**src/pkg/rtc_flags_pkg.sv**
```systemverilog
// Package: register map, field positions and carriers of the RTC flag block
package rtc_flags_pkg;

   // ************************************************************
   // Register word indices (byte address = index * 4)
   // ************************************************************
   localparam logic [3:0] mode_idx = 4'h0;    // Mode: masks, clock on, day mode
   localparam logic [3:0] status_idx = 4'h1;  // Status: valid, alarm, periodic
   localparam logic [3:0] irq_stat_idx = 4'h2; // Sticky event status, read only
   localparam logic [3:0] irq_en_idx = 4'h3;  // Event interrupt enable
   localparam logic [3:0] irq_clr_idx = 4'h4; // Event clear, write only
   localparam logic [3:0] alarm_idx = 4'h5;   // Example blocked register: alarm day

   // ************************************************************
   // Field positions
   // ************************************************************
   localparam int mode_on_bit = 7;
   localparam int mode_daycmp_bit = 3;
   localparam int mode_alarm_msk_bit = 1;
   localparam int mode_per_msk_bit = 0;
   localparam int stat_valid_bit = 7;
   localparam int stat_alarm_bit = 1;
   localparam int stat_per_bit = 0;

   // ************************************************************
   // Reset values
   // ************************************************************
   localparam logic [7:0] mode_rst = 8'h00;
   localparam logic [7:0] status_rst = 8'h00;
   localparam logic [1:0] irq_rst = 2'h0;
   localparam logic [4:0] alarm_day_rst = 5'h00;

   // Wishbone request carrier
   typedef struct packed {
      logic [3:0] idx;
      logic we;
      logic sel0;
      logic [7:0] dat;
   } wb_req_s;

   // Event carrier from the counting core
   typedef struct packed {
      logic alarm;
      logic second;
   } rtc_evt_s;

endpackage

```
**src/logic/rtc_flags.sv**
```systemverilog
// RTC status, mask and interrupt flag logic behind a classic Wishbone slave
//
// Local design decisions: the register addresses and the Wishbone slave port.
`timescale 1ns/1ps

// Summary of operation
// - Periodic mask zero, its reset value, suppresses periodic interrupt.
// - Periodic mask at one raises a periodic interrupt every RTC second.
// - Hard reset clears the validity flag to zero.
// - Validity zero means clock data invalid, one means valid.
// - Alarm match sets sticky alarm pending flag in status bit 1.
// - Alarm pending flag sets regardless of alarm mask.
// - Writing status with bit 1 high clears alarm flag; zero leaves it.
// - With clock off, mode, status and the three event registers stay accessible; only alarm day is blocked.
// - Day mode zero ignores day field in alarm compare; one compares it.
module rtc_flags
(
   input wire logic clk_i,
   input wire logic rst_i,
   input wire logic ce_i,
   input wire logic cyc_i,
   input wire logic stb_i,
   input wire logic we_i,
   input wire logic [5:0] adr_i,
   input wire logic [3:0] sel_i,
   input wire logic [31:0] dat_i,
   input wire logic second_tick_i,
   input wire logic alarm_time_match_i,
   input wire logic [4:0] current_day_i,
   output logic [31:0] dat_o,
   output logic ack_o,
   output logic err_o,
   output logic rtc_irq_o,
   output logic event_irq_o,
   output logic rtc_clock_on_o,
   output logic alarm_day_compare_mode_o,
   output logic [4:0] alarm_day_field_o
);

   // ************************************************************
   // State
   // ************************************************************
   logic [7:0] mode_r;
   logic valid_r;
   logic alarm_pend_r;
   logic per_pend_r;
   logic [1:0] evt_stat_r;
   logic [1:0] evt_en_r;
   logic [4:0] alarm_day_r;
   logic [4:0] cur_day_r;
   logic [1:0] tick_sync_r;
   logic [1:0] match_sync_r;
   logic tick_d_r;
   logic match_d_r;
   rtc_flags_pkg::wb_req_s req;
   rtc_flags_pkg::rtc_evt_s evt;
   logic take;
   logic wr;
   logic blocked;
   logic alarm_hit;
   logic per_clr;
   logic alarm_clr;
   logic [4:0] day_meta_r;
   logic per_irq_nxt;
   logic alarm_irq_nxt;

   // Writable mode bits; the pause and reserved bits always read zero
   localparam logic [7:0] mode_wmask = 8'h8b;

   // Classify an index as always reachable, even with the clock off
   function automatic logic is_open(input logic [3:0] idx);
      is_open = (idx == rtc_flags_pkg::mode_idx) ||
                (idx == rtc_flags_pkg::status_idx) ||
                (idx == rtc_flags_pkg::irq_stat_idx) ||
                (idx == rtc_flags_pkg::irq_en_idx) ||
                (idx == rtc_flags_pkg::irq_clr_idx);
   endfunction

   // Status byte as software reads it; reserved bits read zero
   function automatic logic [7:0] status_word(input logic v, input logic a,
                                              input logic p);
      status_word = {v, 5'h00, a, p};
   endfunction

   // ************************************************************
   // Bus decode
   // ************************************************************
   // One request per handshake: no take in the cycle we answer.
   // A master that holds stb past ack is taken again once ack
   // falls, so masters must drop stb for a cycle between requests.
   assign req = '{idx: adr_i[5:2], we: we_i, sel0: sel_i[0],
                  dat: dat_i[7:0]};
   assign take = cyc_i && stb_i && !ack_o && !err_o;
   assign blocked = !mode_r[rtc_flags_pkg::mode_on_bit] &&
                    !is_open(req.idx);
   assign wr = take && req.we && req.sel0 && !blocked;
   assign per_clr = wr && (req.idx == rtc_flags_pkg::status_idx) &&
                    req.dat[rtc_flags_pkg::stat_per_bit];
   assign alarm_clr = wr && (req.idx == rtc_flags_pkg::status_idx) &&
                      req.dat[rtc_flags_pkg::stat_alarm_bit];

   // Synchronise the core's events; first stage read by second only
   always_ff @(posedge clk_i)
   begin
      if (rst_i)
      begin
         tick_sync_r <= 2'h0;
         match_sync_r <= 2'h0;
         tick_d_r <= 1'b0;
         match_d_r <= 1'b0;
      end
      else if (ce_i)
      begin
         tick_sync_r <= {tick_sync_r[0], second_tick_i};
         match_sync_r <= {match_sync_r[0], alarm_time_match_i};
         tick_d_r <= tick_sync_r[1];
         match_d_r <= match_sync_r[1];
      end
   end

   // Day bus through two stages; the core holds it steady around a match
   always_ff @(posedge clk_i)
   begin
      if (rst_i)
      begin
         day_meta_r <= 5'h00;
         cur_day_r <= 5'h00;
      end
      else if (ce_i)
      begin
         day_meta_r <= current_day_i;
         cur_day_r <= day_meta_r;
      end
   end

   // Rising edges become one-cycle events; day compare per mode
   assign alarm_hit = !mode_r[rtc_flags_pkg::mode_daycmp_bit] ||
                      (cur_day_r == alarm_day_r);
   assign evt.second = tick_sync_r[1] && !tick_d_r;
   assign evt.alarm = match_sync_r[1] && !match_d_r && alarm_hit;

   // ************************************************************
   // Registers written by software
   // ************************************************************
   // Mode register and alarm day field
   always_ff @(posedge clk_i)
   begin
      if (rst_i)
      begin
         mode_r <= rtc_flags_pkg::mode_rst;
         alarm_day_r <= rtc_flags_pkg::alarm_day_rst;
      end
      else if (ce_i && wr)
      begin
         if (req.idx == rtc_flags_pkg::mode_idx)
            mode_r <= req.dat & mode_wmask; // Reserved bits stay zero
         if (req.idx == rtc_flags_pkg::alarm_idx)
            alarm_day_r <= req.dat[4:0];
      end
   end

   // Validity flag: cleared by hard reset, else software's value
   // Hard reset or a software write of zero clears it; the clock enable freezes it like all else
   always_ff @(posedge clk_i)
   begin
      if (rst_i)
         valid_r <= 1'b0;
      else if (ce_i && wr && (req.idx == rtc_flags_pkg::status_idx))
         valid_r <= req.dat[rtc_flags_pkg::stat_valid_bit];
   end

   // Pending flags ignore masks; a set in the clear cycle wins
   // An event in the clear cycle survives, so a clear never drops a second
   always_ff @(posedge clk_i)
   begin
      if (rst_i)
      begin
         alarm_pend_r <= 1'b0;
         per_pend_r <= 1'b0;
      end
      else if (ce_i)
      begin
         if (evt.alarm)
            alarm_pend_r <= 1'b1;
         else if (alarm_clr)
            alarm_pend_r <= 1'b0;
         if (evt.second)
            per_pend_r <= 1'b1;
         else if (per_clr)
            per_pend_r <= 1'b0;
      end
   end

   // ************************************************************
   // Event interrupt registers
   // ************************************************************
   // Event enable, plain read and write
   always_ff @(posedge clk_i)
   begin
      if (rst_i)
         evt_en_r <= rtc_flags_pkg::irq_rst;
      else if (ce_i && wr && (req.idx == rtc_flags_pkg::irq_en_idx))
         evt_en_r <= req.dat[1:0];
   end

   // Sticky events: bit 0 second, bit 1 alarm; write-one clear, set wins
   always_ff @(posedge clk_i)
   begin
      if (rst_i)
         evt_stat_r <= rtc_flags_pkg::irq_rst;
      else if (ce_i)
      begin
         if (wr && (req.idx == rtc_flags_pkg::irq_clr_idx))
            evt_stat_r <= (evt_stat_r & ~req.dat[1:0]) |
                          {evt.alarm, evt.second};
         else
            evt_stat_r <= evt_stat_r | {evt.alarm, evt.second};
      end
   end

   // ************************************************************
   // Outputs, all registered
   // ************************************************************
   // Bus answer one cycle after the request; blocked or unmapped -> err
   // dat_o holds between answers; only ack or err qualifies it
   always_ff @(posedge clk_i)
   begin
      if (rst_i)
      begin
         ack_o <= 1'b0;
         err_o <= 1'b0;
         dat_o <= 32'h0000_0000;
      end
      else if (ce_i)
      begin
         ack_o <= 1'b0;
         err_o <= 1'b0;
         if (take)
         begin
            if (blocked || req.idx > rtc_flags_pkg::alarm_idx)
               err_o <= 1'b1;
            else
               ack_o <= 1'b1;
            case (req.idx)
               rtc_flags_pkg::mode_idx:
                  dat_o <= {24'h0, mode_r};
               rtc_flags_pkg::status_idx:
                  dat_o <= {24'h0, status_word(valid_r, alarm_pend_r,
                                               per_pend_r)};
               rtc_flags_pkg::irq_stat_idx:
                  dat_o <= {30'h0, evt_stat_r};
               rtc_flags_pkg::irq_en_idx:
                  dat_o <= {30'h0, evt_en_r};
               rtc_flags_pkg::alarm_idx:
                  dat_o <= {27'h0, alarm_day_r};
               default:
                  dat_o <= 32'h0000_0000;
            endcase
         end
      end
   end

   // Masked interrupt causes; masks gate only the line, never the flags
   assign per_irq_nxt = per_pend_r &&
                        mode_r[rtc_flags_pkg::mode_per_msk_bit];
   assign alarm_irq_nxt = alarm_pend_r &&
                          mode_r[rtc_flags_pkg::mode_alarm_msk_bit];

   // Interrupt lines track flags and masks one cycle later
   // Registered so the line is glitch free; costs one cycle of latency
   always_ff @(posedge clk_i)
   begin
      if (rst_i)
      begin
         rtc_irq_o <= 1'b0;
         event_irq_o <= 1'b0;
      end
      else if (ce_i)
      begin
         rtc_irq_o <= per_irq_nxt || alarm_irq_nxt;
         event_irq_o <= |(evt_stat_r & evt_en_r);
      end
   end

   // Mode fields out to the counting core
   // Core sees mode one cycle after a write; harmless at this clock rate
   always_ff @(posedge clk_i)
   begin
      if (rst_i)
      begin
         rtc_clock_on_o <= 1'b0;
         alarm_day_compare_mode_o <= 1'b0;
         alarm_day_field_o <= rtc_flags_pkg::alarm_day_rst;
      end
      else if (ce_i)
      begin
         rtc_clock_on_o <= mode_r[rtc_flags_pkg::mode_on_bit];
         alarm_day_compare_mode_o <= mode_r[rtc_flags_pkg::mode_daycmp_bit];
         alarm_day_field_o <= alarm_day_r;
      end
   end

endmodule

```
**config.mk**
```make
export PLATFORM = sky130hd
export DESIGN_NAME = rtc_flags
export DESIGN_NICKNAME = d
export VERILOG_FILES = /design/src/pkg/rtc_flags_pkg.sv /design/src/logic/rtc_flags.sv
export SDC_FILE = /design/constraint.sdc
export NUM_CORES = 1
export LEC_CHECK = 0
export ABC_AREA = 1
export ABC_CLOCK_PERIOD_IN_PS = 1500
export BUFFER_PORTS_ARGS = -buffer_cell sky130_fd_sc_hd__buf_4
export CORE_MARGIN = 4
export CORE_UTILIZATION = 48
export DETAILED_ROUTE_END_ITERATION = 12
export PLACE_DENSITY = 0.8
export SLEW_MARGIN = 20
export SYNTH_ARGS = -nofsm -noshare
export SYNTH_HDL_FRONTEND = slang
export SYNTH_SLANG_ARGS = --single-unit
```
**constraint.sdc**
```tcl
create_clock -name clk_i -period 1.5 [get_ports clk_i]
set_input_delay 0.3 -clock clk_i [delete_from_list [all_inputs] [get_ports clk_i]]
set_output_delay 0.3 -clock clk_i [all_outputs]
set_load 0.05 [all_outputs]
```
Word level (Yosys, flattened, before mapping)
Index checks and enable logic that the tools add are counted.
Widths: inputs -> output; s select.
{"block": "totals", "wordCells": 86, "ff_bits": 75, "out_inout_bits": 43}
{"block": "op_classes", "bitwise": 5, "n_mux": 10, "n_reduce_logical": 43, "n_lt_le_gt_ge": 1, "eq_ne": 6}
{"op": "$pmux 8 s5", "n": 1}
{"op": "$logic_and 1x1->1", "n": 19}
{"op": "$reduce_and 2->1", "n": 5}
{"op": "$eq 4x2->1 const B", "n": 2}
{"op": "$eq 4x3->1 const B", "n": 2}
{"op": "$logic_not 1->1", "n": 8}
{"op": "$mux 1", "n": 8}
{"op": "$logic_or 1x1->1", "n": 7}
{"op": "$eq 5x5->1", "n": 1}
{"op": "$and 2x2->2", "n": 2}
{"op": "$eq 4x1->1 const B", "n": 1}
{"op": "$gt 4x3->1 const B", "n": 1}
{"op": "$logic_not 4->1", "n": 1}
{"op": "$or 2x2->2", "n": 2}
{"op": "$reduce_bool 2->1", "n": 2}
{"op": "$mux 2", "n": 1}
{"op": "$not 2->2", "n": 1}
{"op": "$reduce_or 2->1", "n": 1}

Depth between registers and ports, before layout
{"block": "logic_depth", "word_depth": 13, "mapped_depth": 10, "ltp_nobuf": 10}

Worst setup path after synthesis
OpenSTA, ideal clock, no wires.
{"block": "synth_timing", "path_kind": "reg2reg", "startpoint": "register err_o", "endpoint": "register alarm_day_r[0]", "t_required_ns": 1.387, "synth_period_minus_slack_ns": 1.420, "path_slack_ns": 0.080, "path_buffers": 0, "arrival_ns": 1.307, "path_stages_with_launch": 9, "path_cell_list": "dfxtp_1 -> nor2_1 -> nand2_1 -> nor2_4 -> nand2_4 -> nor2_8 -> nand2_4 -> nor2_1 -> nor2_1"}
{"block": "synth_via", "elab_chain_len": 7}
{"element": "start: declaration", "line_no": "rtc_flags.sv:32", "rtl": "output logic err_o,"}
{"element": "start signal: assignment", "line_no": "rtc_flags.sv:231", "rtl": "err_o <= 1'b0;"}
{"element": "start signal: assignment", "line_no": "rtc_flags.sv:237", "rtl": "err_o <= 1'b0;"}
{"element": "start signal: assignment", "line_no": "rtc_flags.sv:241", "rtl": "err_o <= 1'b1;"}
{"element": "$logic_not 1->1", "line_no": "rtc_flags.sv:93", "rtl": "assign take = cyc_i && stb_i && !ack_o && !err_o;"}
{"element": "$logic_and 1x1->1", "line_no": "rtc_flags.sv:93"}
{"element": "$logic_and 1x1->1 (3 in a row)", "line_no": "rtc_flags.sv:96", "rtl": "assign wr = take && req.we && req.sel0 && !blocked;"}
{"element": "$logic_and 1x1->1", "line_no": "rtc_flags.sv:153", "rtl": "else if (ce_i && wr)"}
{"element": "$reduce_and 2->1 (no line)"}
{"element": "end signal: assignment", "line_no": "rtc_flags.sv:151", "rtl": "alarm_day_r <= rtc_flags_pkg::alarm_day_rst;"}
{"element": "end signal: assignment", "line_no": "rtc_flags.sv:158", "rtl": "alarm_day_r <= req.dat[4:0];"}
{"element": "end: declaration", "line_no": "rtc_flags.sv:49", "rtl": "logic [4:0] alarm_day_r;"}
No other way between the ends.
A chain may end at the register's enable or synchronous reset.

Worst setup path after layout
Same ends and word-level chain as after synthesis.

==> results.tsv <==
metric	value	unit
dr.first_iter.drc_count	89	
finalSetupTns	0	ns
synthDistinctLibCells	23	
fin_skew	0.00417	ns
numClockSinks	49	
core_area	0.00472	mm2
fmax	733	MHz
synth_common_cells	nand2_1 (74), nor2_1 (56), dfxtp_1 (49)	
synth_area_leader_cell	dfxtp_1	
synthCells	335	
grt_pass1_wl	8180	um
max-vdd-ir-drop	576	uV
clk_latency	0.30	ns
port-buffer-count	40	
cts_buffers	5	
antenna_cells	0	
die_area	0.00607	mm2
critPathArrivalTime	1.60	ns
setup-violations-final	0	
drv_cap	0	
fin_util	58.1	%
antenna_found_initial	0	
synth_flop_cell	dfxtp_1	
vias_per_cell	4.53	
cts_tree	yes	
remaining_drc_errors	0	
syn_to_final_growth	17.0	%
rows	25	
wirelength	4890	um
setup.worst_path.start_class	flop	
overflow	0	
syn_area	0.00235	mm2
ios	98	
ant_nets	0	
p_per_area	934	mW/mm2
yosysMostFrequentCell	nand2_1	
p_leak	1.39	nW
cts-root-buf	clkbuf_8	
synth.area.top_cells	dfxtp_1 (42%), nand2_1 (12%), nor2_1 (9.0%)	
required	1.74	ns
synth_edf_count	0	
dp_slack	0.0607	ns
async_flop_share	0	%
hold_buffers	0	
track_usage	16.7	%
status	finished, final reports clean	
period_minus_slack	1.36	ns
ys_seq_area_share	41.8	%
fill_cells	447	
finalHoldViolCount	0	
rsz0062_at_grt	no	
fp.dieH	77.9	um
hp-class	input port to flop	
synth_top_area_share	41.8	%
yosysWarnings	0	
avgSynthCellArea	7.00	um2
firstDrtPassIters	4	
finalNonFillerCells	449	
hpwlAfterDp	3770	um
end_kind	flop	
critPathMaxFanout	10	
setup_slack	0.137	ns
period_share	90.9	%
critPathKind	flop to flop	
wl_per_cell	10.9	um
drive_gt1_share	18.8	%
place_congestion	0.918	
fin_nets	436	
synth_seq_cells	49	
cts.path.max_buffers	2	
clkTransAtPathRegs	0.08	ns
dp.cells	439	
vias	2036	
grt_max_degree	27	
htree_levels	2	
slew_violations	0	
hold_slack	0.219	ns
initial_core_util	49.7	%
die_w	77.9	um
cts_resized	0	
grt_pass1_vias	1888	
-- metrics by stage --
step                      cell area (um2)  power (mW)
after floorplan                      2440        1.78
after global placement               2650        1.84
after detailed placement             2650        1.85
after CTS                            2730        2.58
after global routing                 2740        2.68
final                                2740        2.56
-- placed cells by master (no fill, tap or decap), drive strengths merged --
master  netlist  layout
o22ai         1       1
conb          1      26
or2           1       1
nor2         61      61
nand2        80      80
a31o          2       2
buf          28      50
o21ai        28      28
dfxtp        49      49
xnor2         1       1
nand3        13      13
inv          32      32
nand4         5       5
a21oi        25      25
clkbuf        8       8
-- area by class of cell --
type / instances / area, um2 / area share (%)
Sequential cell: 49 / 981 / 35.8
Tap cell: 67 / 83.8 / 3.06
Multi-Input combinational cell: 243 / 1100 / 40.2
Clock buffer: 8 / 80.1 / 2.92
Inverter: 32 / 120 / 4.38
Timing Repair Buffer: 50 / 375 / 13.7
-- critical path, stage by stage, from the launching register on --
cell and delay, ns:
dfxtp_1 0.33, nor2_1 0.15, nand2_1 0.11, nor2_4 0.16, nand2_4 0.08, nor2_8 0.14, nand2_4 0.11, nand2_1 0.07
nand2_1 0.04, nor2_1 0.10
-- path summary, 6_finish.rpt --
path	slack (ns)	end	from	depth (start not counted)
worst max-delay path	0.14	alarm_day_r[0]	err_o	9
worst min-delay path	0.22	alarm_day_r[4]	dat_i[4]	3
worst max register to register	0.14	alarm_day_r[0]	err_o	9
worst min register to register	0.46	tick_d_r	tick_d_r	2
-- what timing repair did --
item	CTS	global route
setup buffers	0	2
setup endpoints to repair	0	1
endpoints found under the hold margin	0	0
-- routing by layer --
metal,vias to the layer above,track usage [%],wire length [um]
li1,1090,-,-
met1,870,21.0,2160
met5,-,0,0
met2,70,28.2,2280
met4,0,4.72,53
met3,6,4.18,393
-- where the power goes --
group / internal (mW) / switching (mW)
combinational: 0.120 / 0.332
clock: 0.332 / 0.410
sequential: 1.35 / 0.0236
-- cells by family after synthesis --
family                    Yosys count  share of synthesized area (%)
other                               1                          0.160
AOI/OAI and AO/OA                  56                           12.3
buffers and inverters              68                           15.1
and+or+nand+nor                   160                           30.2
xor gates and xnor gates            1                          0.373
DFF                                49                           41.8
-- sequential cells by signal, summed over array words and instances (netlist names) --
| signal | flops |
|---|---|
| ack_o | 1 |
| alarm_day_compare_mode_o | 1 |
| alarm_day_field_o | 5 |
| alarm_day_r | 5 |
| alarm_pend_r | 1 |
| cur_day_r | 5 |
| dat_o | 6 |
| day_meta_r | 5 |
| err_o | 1 |
| event_irq_o | 1 |
| evt_en_r | 2 |
| evt_stat_r | 2 |
| match_d_r | 1 |
| match_sync_r | 2 |
| mode_r | 4 |
| per_pend_r | 1 |
| rtc_clock_on_o | 1 |
| rtc_irq_o | 1 |
| tick_d_r | 1 |
| tick_sync_r | 2 |
| valid_r | 1 |
No activity file was read; power rests on OpenSTA's default activity.
